<file path="src/shared/sensor_ctrl_pkg.sv">
package sensor_ctrl_pkg;

  // ----------------------------------------------------------------
  // register map
  // ----------------------------------------------------------------
  localparam logic [7:0] power_clock_scan_control_addr = 8'h09;
  localparam logic [7:0] output_port_control_addr = 8'h0A;
  localparam logic [7:0] output_port_control_reset = 8'h00;
  localparam logic [4:0] scan_low_reset = 5'h00;

  // ----------------------------------------------------------------
  // field positions, first control register
  // ----------------------------------------------------------------
  localparam int mode_hi_bit = 7;
  localparam int mode_lo_bit = 6;
  localparam int idle_bit = 5;
  localparam int finger_detect_enable_bit = 3;
  localparam int pixel_address_step_enable_bit = 2;
  localparam int clock_source_select_bit = 1;
  localparam int global_enable_bit = 0;

  // ----------------------------------------------------------------
  // field positions, second control register
  // ----------------------------------------------------------------
  localparam int out_one_rate_hi = 7;
  localparam int out_one_rate_lo = 5;
  localparam int out_zero_rate_hi = 4;
  localparam int out_zero_rate_lo = 2;
  localparam int out_one_level_bit = 1;
  localparam int out_zero_level_bit = 0;

  // ----------------------------------------------------------------
  // toggle rates and interface modes
  // ----------------------------------------------------------------
  localparam logic [2:0] rate_static = 3'h0;
  localparam logic [2:0] rate_last_valid = 3'h4;
  localparam int prescaler_width = 24;
  localparam int rate_top_stage = 23;
  localparam logic [1:0] mode_usb = 2'h2;
  localparam int column_width = 8;
  localparam int row_width = 9;
  localparam logic [8:0] last_row = 9'h12B;
  localparam logic [7:0] last_column = 8'hFF;

  // register bus request
  typedef struct packed {
    logic rd;
    logic wr;
    logic [7:0] addr;
    logic [7:0] wdata;
  } bus_req_t;

  // pixel address pair
  typedef struct packed {
    logic [8:0] row;
    logic [7:0] col;
  } pixel_addr_t;

endpackage : sensor_ctrl_pkg

</file>
<file path="src/sensor_control_and_output_ports.sv">
//
// Behaviour
// reset: mode pins, idle set, rest cleared
// mode bits read pins, writes ignored
// idle bit low while converting
// usb mode: finger event to endpoint two
// cpu/spi: finger event to interrupt path
// finger detect works while disabled
// step off: addresses stay after read
// step on: read advances column, converts
// column wrap advances row
// clock select bit ignored in usb mode
// enable low halts clock and converter
// enable high runs clock and converter
// second register resets to zero
// pin one rate field, zero is static
// pin one codes one to four divide
// pin zero rate field, zero is static
// pin zero codes one to four divide
// static level bit one drives pin one
// static level bit zero drives pin zero
// result read starts next conversion; code does so only with step enable on
// square waves from one binary prescaler
// reserved codes fall back to static level
`timescale 1ns/1ps
module sensor_control_and_output_ports #(
  parameter int convert_cycles = 6
) (
  // clock, reset, enable
  input wire logic clk,
  input wire logic nrst,
  input wire logic ce,
  // register access
  input wire sensor_ctrl_pkg::bus_req_t bus_req,
  output logic [7:0] rdata,
  output logic rdata_valid,
  // converter result read strobe (same clock)
  input wire logic result_read,
  // pins from outside
  input wire logic [1:0] mode_pins,
  input wire logic finger_present,
  // pixel address handling
  input wire logic addr_load,
  input wire sensor_ctrl_pkg::pixel_addr_t addr_load_value,
  output sensor_ctrl_pkg::pixel_addr_t pixel_addr,
  // converter and clocking
  output logic converter_start,
  output logic converter_on,
  output logic logic_clock_run,
  output logic use_crystal,
  // finger detect routing
  output logic finger_event_usb,
  output logic finger_event_interrupt_output_pin,
  // general purpose outputs
  output logic out_zero_pin,
  output logic out_one_pin
);

  // ----------------------------------------------------------------
  // state
  // ----------------------------------------------------------------
  typedef struct packed {
    logic strap_pending;
    logic [1:0] mode_latched;
    logic [4:0] scan_low;
    logic [7:0] port_ctrl;
    logic [7:0] rdata;
    logic rdata_valid;
    logic [7:0] busy_count;
    logic start;
    logic finger_prev;
    logic finger_usb;
    logic finger_interrupt_output_pin;
    logic out_zero;
    logic out_one;
    sensor_ctrl_pkg::pixel_addr_t addr;
  } top_state_t;

  top_state_t st;
  top_state_t next_st;
  // kept apart from the state record so that record has a single driver
  logic [1:0] rst_sync;
  logic rst_n;
  logic [1:0] mode_sync;
  logic finger_sync;
  logic [sensor_ctrl_pkg::prescaler_width-1:0] pre_count;
  logic running;
  logic is_usb;
  logic [1:0] wave;

  initial begin
    if (convert_cycles < 1 || convert_cycles > 255)
      $error("convert_cycles out of range");
  end

  // reset is released through two flops; assert is asynchronous
  always_ff @(posedge clk or negedge nrst) begin
    if (!nrst) begin
      rst_sync <= 2'h0;
    end else begin
      rst_sync <= {rst_sync[0], 1'b1};
    end
  end
  assign rst_n = rst_sync[1];

  // ----------------------------------------------------------------
  // pin synchronisers and prescaler
  // ----------------------------------------------------------------
  sync_two_ff #(.width(3)) pin_sync (
    .clk(clk),
    .rst_n(rst_n),
    .ce(ce),
    .d({mode_pins, finger_present}),
    .q({mode_sync, finger_sync})
  );

  toggle_prescaler #(.width(sensor_ctrl_pkg::prescaler_width)) pre (
    .clk(clk),
    .rst_n(rst_n),
    .ce(ce),
    .run(running),
    .count(pre_count)
  );

  assign running = st.scan_low[sensor_ctrl_pkg::global_enable_bit];
  assign is_usb = st.mode_latched == sensor_ctrl_pkg::mode_usb;

  // stage picked per code: code 1 divides by 2^24, so it toggles on
  // stage 23; code 4 on stage 20
  function automatic logic rate_wave(input logic [2:0] code,
                                     input logic level,
                                     input logic [23:0] cnt);
    logic r;
    r = level;
    if (code != sensor_ctrl_pkg::rate_static &&
        code <= sensor_ctrl_pkg::rate_last_valid) begin
      r = cnt[5'(sensor_ctrl_pkg::rate_top_stage) - 5'(code) + 5'h01];
    end
    return r;
  endfunction : rate_wave

  assign wave[1] = rate_wave(
      st.port_ctrl[sensor_ctrl_pkg::out_one_rate_hi:
                   sensor_ctrl_pkg::out_one_rate_lo],
      st.port_ctrl[sensor_ctrl_pkg::out_one_level_bit],
      pre_count);
  assign wave[0] = rate_wave(
      st.port_ctrl[sensor_ctrl_pkg::out_zero_rate_hi:
                   sensor_ctrl_pkg::out_zero_rate_lo],
      st.port_ctrl[sensor_ctrl_pkg::out_zero_level_bit],
      pre_count);

  // ----------------------------------------------------------------
  // next state
  // ----------------------------------------------------------------
  always_comb begin
    logic step;
    logic idle;
    step = 1'b0;
    idle = 1'b0;
    next_st = st;
    next_st.rdata_valid = 1'b0;
    next_st.start = 1'b0;
    next_st.finger_usb = 1'b0;
    next_st.finger_interrupt_output_pin = 1'b0;
    if (ce) begin
      idle = st.busy_count == 8'h00;
      // mode pins caught once after reset release, then tracked
      next_st.strap_pending = 1'b0;
      next_st.mode_latched = mode_sync;
      // register reads; read-only fields come from live state
      if (bus_req.rd) begin
        next_st.rdata_valid = 1'b1;
        if (bus_req.addr ==
            sensor_ctrl_pkg::power_clock_scan_control_addr) begin
          next_st.rdata = {st.mode_latched, idle, st.scan_low};
        end else if (bus_req.addr ==
                     sensor_ctrl_pkg::output_port_control_addr) begin
          next_st.rdata = st.port_ctrl;
        end else begin
          next_st.rdata = 8'h00;
        end
      end
      // writes: bits four and above of the first register are dropped
      if (bus_req.wr) begin
        if (bus_req.addr ==
            sensor_ctrl_pkg::power_clock_scan_control_addr) begin
          next_st.scan_low = bus_req.wdata[4:0];
          next_st.scan_low[4] = 1'b0;
        end else if (bus_req.addr ==
                     sensor_ctrl_pkg::output_port_control_addr) begin
          next_st.port_ctrl = bus_req.wdata;
        end
      end
      // converter busy counter only runs while enabled
      if (!running) begin
        next_st.busy_count = 8'h00;
      end else if (!idle) begin
        next_st.busy_count = st.busy_count - 8'h01;
      end
      // result read kicks the next conversion when stepping
      if (result_read && running &&
          st.scan_low[sensor_ctrl_pkg::pixel_address_step_enable_bit]) begin
        step = 1'b1;
        next_st.start = 1'b1;
        next_st.busy_count = 8'(convert_cycles);
      end
      if (addr_load) begin
        next_st.addr = addr_load_value;
      end else if (step) begin
        if (st.addr.col == sensor_ctrl_pkg::last_column) begin
          next_st.addr.col = 8'h00;
          if (st.addr.row == sensor_ctrl_pkg::last_row) begin
            next_st.addr.row = 9'h000;
          end else begin
            next_st.addr.row = st.addr.row + 9'h001;
          end
        end else begin
          next_st.addr.col = st.addr.col + 8'h01;
        end
      end
      // finger detect edge, routed by mode, independent of enable
      next_st.finger_prev = finger_sync;
      if (finger_sync && !st.finger_prev &&
          st.scan_low[sensor_ctrl_pkg::finger_detect_enable_bit]) begin
        next_st.finger_usb = is_usb;
        next_st.finger_interrupt_output_pin = !is_usb;
      end
      // registered pin drivers
      next_st.out_zero = wave[0];
      next_st.out_one = wave[1];
    end
  end

  // ----------------------------------------------------------------
  // registers
  // ----------------------------------------------------------------
  always_ff @(posedge clk or negedge rst_n) begin
    if (!rst_n) begin
      st.strap_pending <= 1'b1;
      st.mode_latched <= 2'h0;
      st.scan_low <= sensor_ctrl_pkg::scan_low_reset;
      st.port_ctrl <= sensor_ctrl_pkg::output_port_control_reset;
      st.rdata <= 8'h00;
      st.rdata_valid <= 1'b0;
      st.busy_count <= 8'h00;
      st.start <= 1'b0;
      st.finger_prev <= 1'b0;
      st.finger_usb <= 1'b0;
      st.finger_interrupt_output_pin <= 1'b0;
      st.out_zero <= 1'b0;
      st.out_one <= 1'b0;
      st.addr <= '0;
    end else begin
      st.strap_pending <= next_st.strap_pending;
      st.mode_latched <= next_st.mode_latched;
      st.scan_low <= next_st.scan_low;
      st.port_ctrl <= next_st.port_ctrl;
      st.rdata <= next_st.rdata;
      st.rdata_valid <= next_st.rdata_valid;
      st.busy_count <= next_st.busy_count;
      st.start <= next_st.start;
      st.finger_prev <= next_st.finger_prev;
      st.finger_usb <= next_st.finger_usb;
      st.finger_interrupt_output_pin <= next_st.finger_interrupt_output_pin;
      st.out_zero <= next_st.out_zero;
      st.out_one <= next_st.out_one;
      st.addr <= next_st.addr;
    end
  end

  // ----------------------------------------------------------------
  // outputs
  // ----------------------------------------------------------------
  assign rdata = st.rdata;
  assign rdata_valid = st.rdata_valid;
  assign pixel_addr = st.addr;
  assign converter_start = st.start;
  assign converter_on = running;
  assign logic_clock_run = running;
  // usb mode never selects the crystal side, select ignored
  assign use_crystal = !is_usb &&
      st.scan_low[sensor_ctrl_pkg::clock_source_select_bit];
  assign finger_event_usb = st.finger_usb;
  assign finger_event_interrupt_output_pin = st.finger_interrupt_output_pin;
  assign out_zero_pin = st.out_zero;
  assign out_one_pin = st.out_one;

endmodule : sensor_control_and_output_ports

</file>
<file path="src/sync_two_ff.sv">
`timescale 1ns/1ps
module sync_two_ff #(
  parameter int width = 1
) (
  // clock and reset
  input wire logic clk,
  input wire logic rst_n,
  input wire logic ce,
  // level
  input wire logic [width-1:0] d,
  output logic [width-1:0] q
);
  typedef struct packed {
    logic [width-1:0] first;
    logic [width-1:0] second;
  } sync_state_t;

  sync_state_t st;
  sync_state_t next_st;

  initial begin
    if (width < 1) $error("sync width must be positive");
  end

  // first stage feeds only the second stage
  always_comb begin
    next_st = st;
    if (ce) begin
      next_st.first = d;
      next_st.second = st.first;
    end
  end

  always_ff @(posedge clk or negedge rst_n) begin
    if (!rst_n) begin
      st <= '0;
    end else begin
      st <= next_st;
    end
  end

  assign q = st.second;
endmodule : sync_two_ff

</file>
<file path="src/toggle_prescaler.sv">
`timescale 1ns/1ps
module toggle_prescaler #(
  parameter int width = sensor_ctrl_pkg::prescaler_width
) (
  // clock and reset
  input wire logic clk,
  input wire logic rst_n,
  input wire logic ce,
  // runs only while the logic clock is enabled
  input wire logic run,
  output logic [width-1:0] count
);
  typedef struct packed {
    logic [width-1:0] count;
  } pre_state_t;

  pre_state_t st;
  pre_state_t next_st;

  initial begin
    if (width < 2) $error("prescaler too narrow");
  end

  // binary count while run is high, each stage halves the rate
  always_comb begin
    next_st = st;
    if (ce && run) begin
      next_st.count = st.count + width'(1);
    end
  end

  always_ff @(posedge clk or negedge rst_n) begin
    if (!rst_n) begin
      st <= '0;
    end else begin
      st <= next_st;
    end
  end

  assign count = st.count;
endmodule : toggle_prescaler

</file>
<file path="config.mk">
export PLATFORM = sky130hd
export DESIGN_NAME = sensor_control_and_output_ports
export DESIGN_NICKNAME = d
export VERILOG_FILES = /design/src/shared/sensor_ctrl_pkg.sv /design/src/sensor_control_and_output_ports.sv /design/src/sync_two_ff.sv /design/src/toggle_prescaler.sv
export SDC_FILE = /design/constraint.sdc
export NUM_CORES = 1
export LEC_CHECK = 0
export BUFFER_PORTS_ARGS = -buffer_cell sky130_fd_sc_hd__buf_4
export CAP_MARGIN = 20
export CORE_MARGIN = 2
export CORE_UTILIZATION = 60
export DETAILED_ROUTE_END_ITERATION = 12
export PLACE_DENSITY = 0.85
export SLEW_MARGIN = 0
export SYNTH_ARGS = -nofsm -noshare
export SYNTH_HDL_FRONTEND = slang
export SYNTH_SLANG_ARGS = --single-unit
</file>
<file path="constraint.sdc">
create_clock -name clk -period 5.6 [get_ports clk]
set_input_delay 0.84 -clock clk [delete_from_list [all_inputs] [get_ports clk]]
set_output_delay 0.84 -clock clk [all_outputs]
set_load 0.01 [all_outputs]
</file>
=== After elaboration in Yosys (flattened, before gate mapping) ===
Cells that the tools add are included.

* Register bits: 86
* Input port bits: 43
* Output and inout port bits: 34
* Logic and storage cells: 79

* $add $sub $neg: 8
* Magnitude comparators: 4
* Equality and inequality tests: 6
* Mux-type cells: 21
* Bitwise operators: 1
* Reductions and logical operators: 21

{| class="wikitable"
|+ Operators with widths
! cell !! count
|-
| $mux W8 || 5
|-
| $mux W17 || 2
|-
| $mux W32 || 1
|-
| $mux W9 || 3
|-
| $add A24 B1 Y24 const B || 1
|-
| $eq A8 B4 Y1 const B || 2
|-
| $lt A5 B6 Y1 const B || 2
|-
| $add A5 B1 Y5 const B || 2
|-
| $bmux W1 S5 || 2
|-
| $sub A5 B3 Y5 const A || 2
|-
| $add A9 B1 Y9 const B || 1
|-
| $eq A9 B9 Y1 const B || 1
|-
| $add A8 B1 Y8 const B || 1
|-
| $eq A8 B8 Y1 const B || 1
|-
| $logic_and A1 B1 Y1 || 8
|-
| $logic_not A8 Y1 || 1
|-
| $sub A8 B1 Y8 const B || 1
|-
| $mux W1 || 7
|-
| $le A3 B3 Y1 const B || 2
|-
| $reduce_and A2 Y1 || 3
|-
| $reduce_and A3 Y1 || 2
|-
| $reduce_bool A3 Y1 || 2
|-
| $reduce_and A4 Y1 || 1
|-
| $reduce_bool A2 Y1 || 2
|-
| other kinds (5) || 6
|}

=== Longest topological paths before layout ===
* Depth in word-level cells: 7
* Gate-level depth with buffers: 6
* Mapped depth without buffers: 6

=== By module ===
From an unflattened synthesis, not the netlist that was laid out.

* Cell total of the unflattened synthesis: 431
* Area total of the unflattened synthesis: 4,536.9 um^2

{| class="wikitable"
|+ By module, submodules not included
! module !! instances !! cells an instance !! area an instance (um^2)
|-
| sensor_control_and_output_ports || 1 || 328 || 3,169.3
|-
| toggle_prescaler || 1 || 87 || 1,093.5
|-
| sync_two_ff || 1 || 16 || 274.0
|}

=== Least setup slack after synthesis ===
No wires, ideal clock.

* Kind: input-to-reg
* Start point: in bus_req[15] (netlist name)
* End point: reg st[40] (netlist name)
* Library setup time: 0.125 ns
* Arrival time: 2.286 ns
* Path slack: 3.189 ns
* Stages on the path: 4
* Cells stage by stage: or4b_4 > or3_4 > nor2_8 > mux2_2

* Cells in the longest elaborated chain, start to end: 3
* Elaborated cells between the ends (all ways): 4
* Classes of those cells: 2 x eq/ne; 1 x bitwise; 1 x reduce/logical

{| class="wikitable"
|+ RTL lines
! what !! line !! RTL
|-
| start: declaration || sensor_control_and_output_ports.sv:34 || <nowiki>input wire sensor_ctrl_pkg::bus_req_t bus_req,</nowiki>
|-
| $eq A8 B4 Y1 || sensor_control_and_output_ports.sv:186 || <nowiki>if (bus_req.addr ==</nowiki>
|-
| $not A1 Y1 (no source line) || n/a ||
|-
| $reduce_and A4 Y1 (no source line) * || n/a ||
|-
| end: declaration || sensor_control_and_output_ports.sv:79 || <nowiki>top_state_t st;</nowiki>
|}

Mark *: on every way between the ends. The rest lies on a longest branch, timed or not.
A chain may end at the register's enable or synchronous reset.

=== Final worst setup path ===
* Start point: in bus_req[15] (netlist name)
* End point: reg st[41] (netlist name)

The elaborated chain is that of the path after synthesis.

==> run_results.csv <==
group,metric,value,unit
clock_network,post_cts_resized,0,
placed_design,dp_cells,561,
cells_and_area,fin_cells,578,
synth,synth_top_family_by_area,"simple AND/OR/NAND/NOR gates",
floorplanning,die-area,0.00806,mm2
floorplanning,start_util,61.5,%
synth,ys_seq_area_share,48.8,%
power_and_ir_drop,p_leak,2.40,nW
floorplanning,num_io_pins,77,
critical_path,cpPeakStageDelay,0.56,ns
synth,synth_area_leaders,"dfrtp_1 (49%), mux2_2 (5.6%), buf_4 (4.4%)",
synth,ys_warn_count,0,
synth,netlist_instances,425,
critical_path,arrival,2.50,ns
synth,synth_nets,474,
floorplanning,die_height,89.8,um
synth,synthSimpleGateAreaFrac,16.4,%
global_route,grt_overflow_total,0,
critical_path,worstSetupPathType,"in2reg",
timing,maxSlewHeadroom,50.6,%
timing,setup_tns,0,ns
synth,yosys_register_bits,86,
critical_path,timing.rr.start,"converter_on",
timing,fin_skew,0.00676,ns
placed_design,hpwl,6610,um
status,status,"finished clean",
detailed_routing,routedWlPerCell,16.4,um
clock_network,cts_hold_buf,0,
synth,synth-compound-area-share,13.5,%
critical_path,timing.rr.end,"pixel_addr[8]",
global_route,grt_pass1_vias,3391,
critical_path,worstRegToRegCells,4,
placed_design,gp_congestion,0.857,
synth,yosys.area_share.adder,1.70,%
synth,synth_ff_type,"dfrtp_1",
detailed_routing,drc,0,
cells_and_area,final_cell_area,0.00512,mm2
synth,synth_top_cell_area_share,48.8,%
cells_and_area,drive_above_1_share,26.3,%
critical_path,r2r_slack,3.54,ns
detailed_routing,vias,3431,
detailed_routing,vias_per_cell,5.94,
clock_network,cts-root-buf,"clkbuf_8",
timing,fin_crit_sh,40.4,%
timing,rsz0062_at_grt,"false",
clock_network,cts-buffers-inserted,9,
synth,yosysUniqueCellTypes,58,
clock_network,insertion_delay,0.35,ns
timing,worst_slew_pin_slew,0.735,ns
timing,fmax,442,MHz
global_route,grt_pass1_wl,16400,um
timing,setup_viol,0,
cells_and_area,syn2layout_area_growth,16.1,%
clock_network,cts.clk_slew.worst_paths,0.08,ns
detailed_routing,wl,9460,um
clock_network,cts.sinks,86,
power_and_ir_drop,finalPower,1.42,mW
critical_path,slowest_stage,"or4b_4",
critical_path,end_kind,"flip-flop",
cells_and_area,final_nets,523,
synth,synth-edff-count,0,
cells_and_area,antennaDiodeCount,0,
cells_and_area,multi_input_area,0.00194,mm2
synth,synth-xor-area-share,5.36,%
power_and_ir_drop,peakVddDrop,212,uV
timing,hold_viol,0,
global_route,antenna_found_initial,0,
floorplanning,coreArea,0.00718,mm2
critical_path,crit_chain,"buf_4 > or4b_4 > or3_4 > nor2_8 > mux2_2",
clock_network,h-tree-depth,3,
timing,min_period,2.26,ns
critical_path,worst_setup_path_start_kind,"input pin",
critical_path,critical_path.top_delay_family,"simple AND/OR/NAND/NOR gates",
detailed_routing,drt_first_iter_violations,201,
critical_path,required,5.83,ns
clock_network,post_cts_buffers,0,
critical_path,startpoint,"bus_req[15]",
synth,synthesis.area,0.00441,mm2
clock_network,cts_tree,"yes",
floorplanning,die_x,89.8,um
floorplanning,std_cell_rows,31,
global_route,grt_max_degree,85,
placed_design,place_area,0.00487,mm2
critical_path,worst-path-buf-inv,1,
global_route,grt.total_usage,24.9,%
synth,synth-async-reset-ratio,100,%
synth,muxShareOfSynthArea,6.97,%
timing,drv_slew,0,
cells_and_area,nFillCells,529,
critical_path,cp.depth,5,
critical_path,cp-endpoint,"st[41]",
synth,synth_area_per_cell,10.4,um2
power_and_ir_drop,power_density,277,mW/mm2
clock_network,clockBufferDepth,2,
flow_run,maxCapViolCount,0,
detailed_routing,firstDrtPassIters,4,
cells_and_area,regArea,0.00216,mm2
critical_path,cp_max_fo,8,
min_path,hp-class,"reg2async",
detailed_routing,route.antenna.remaining_nets,0,
placed_design,port_buffers,76,
synth,synth_largest_area_cell,"dfrtp_1",
## Yosys cell counts (2+ instances only)
library cell,count
a21boi_0,2
a21o_1,3
a21oi_1,13
a221oi_1,2
a22o_1,3
a22oi_1,7
a2bb2oi_1,2
a31oi_1,3
a32o_1,3
and2_1,2
and3_1,3
buf_4,26
clkbuf_1,11
dfrtp_1,86
ha_1,6
inv_1,19
mux2_2,22
mux2i_1,6
nand2_1,46
nand2b_1,3
nand3_1,13
nand4_1,16
nor2_1,12
nor3_1,10
nor4_1,11
nor4_2,2
o211a_1,2
o211ai_1,6
o21ai_0,19
o21bai_1,2
o221ai_1,2
o22ai_1,2
o2bb2ai_1,8
or4_1,3
xnor2_1,19
xor2_1,8
## flip-flops by register name, indices dropped and copies added (netlist names)
register / cells
rst_sync: 2
pre.count: 24
pin_sync.st: 3
st: 22
pin_sync.q: 3
pixel_addr: 17
converter_start: 1
rdata: 8
finger_event_usb: 1
converter_on: 1
out_zero_pin: 1
finger_event_interrupt_output_pin: 1
rdata_valid: 1
out_one_pin: 1
## cell usage in the layout, fill, tap and decap left out, types with 3 or more instances in the layout
master / instances
dfrtp_1: 85
buf_4: 76
nand2_1: 46
mux2_2: 22
inv_1: 19
o21ai_0: 19
xnor2_1: 19
nand4_1: 16
a21oi_1: 13
nand3_1: 13
nor2_1: 12
nor4_1: 11
nor3_1: 10
clkbuf_8: 10
o2bb2ai_1: 8
xor2_1: 8
a22oi_1: 7
o211ai_1: 6
mux2i_1: 6
ha_1: 6
nand2b_1: 3
a22o_1: 3
a32o_1: 3
or4_1: 3
a21o_1: 3
and3_1: 3
a31oi_1: 3
## layer usage
| metal | GRT usage [%] | up-vias | routed length [um] |
|---|---|---|---|
| li1 | - | 1623 | - |
| met1 | 33.1 | 1660 | 4010 |
| met2 | 39.6 | 130 | 4640 |
| met3 | 6.45 | 18 | 619 |
| met4 | 9.23 | 0 | 184 |
| met5 | 0 | - | 0 |
## metrics by stage
step                hold WS (ns)  utilization (%)  setup WS (ns)
global route               0.169             71.4           3.15
global placement           0.339             67.8           3.04
finish                     0.153             71.4           3.34
CTS                        0.244             71.0           3.35
floorplan                  0.331                -           3.03
detailed placement         0.340             67.8           2.99
## how the worst min path moves through the flow
stage,endpoint,startpoint,cells past startpoint,slack [ns]
floorplan,rst_sync[1],rst_sync[0],0,0.33
global placement,rst_sync[1],rst_sync[0],0,0.34
detailed placement,rst_sync[1],rst_sync[0],0,0.34
CTS,rst_sync[1],nrst,1,0.24
global route,pre.count[13],rst_sync[1],0,0.17
finish,pre.count[12],rst_sync[1],0,0.15
## report_power, final
group          total [mW]  switching (mW)  internal [mW]  leakage [nW]
combinational       0.212           0.103          0.109          1.15
sequential          0.722          0.0581          0.664          1.14
clock               0.487           0.222          0.266         0.109
total                1.42           0.383           1.04          2.40
## logic make-up (layout without fill, tap and decap cells)
| family | count (synthesis) | count (layout) |
|---|---|---|
| xor gates and xnor gates | 27 | 27 |
| AOI/OAI and AO/OA | 85 | 85 |
| other | 1 | 1 |
| DFF | 86 | 86 |
| buffers and inverters | 58 | 112 |
| adders and majority gates | 6 | 6 |
| muxes | 28 | 28 |
| and+or+nand+nor | 134 | 134 |
## area by class of cell
class / instances / share of cell area [%]
multi-input cells: 281 / 37.9
flip-flops and latches: 86 / 42.1
clock buffers: 10 / 2.69
inverters: 19 / 1.39
repair buffers: 77 / 11.7
well taps: 99 / 2.42
clock inverters: 6 / 1.81
Power figures use the tool's default switching activity.
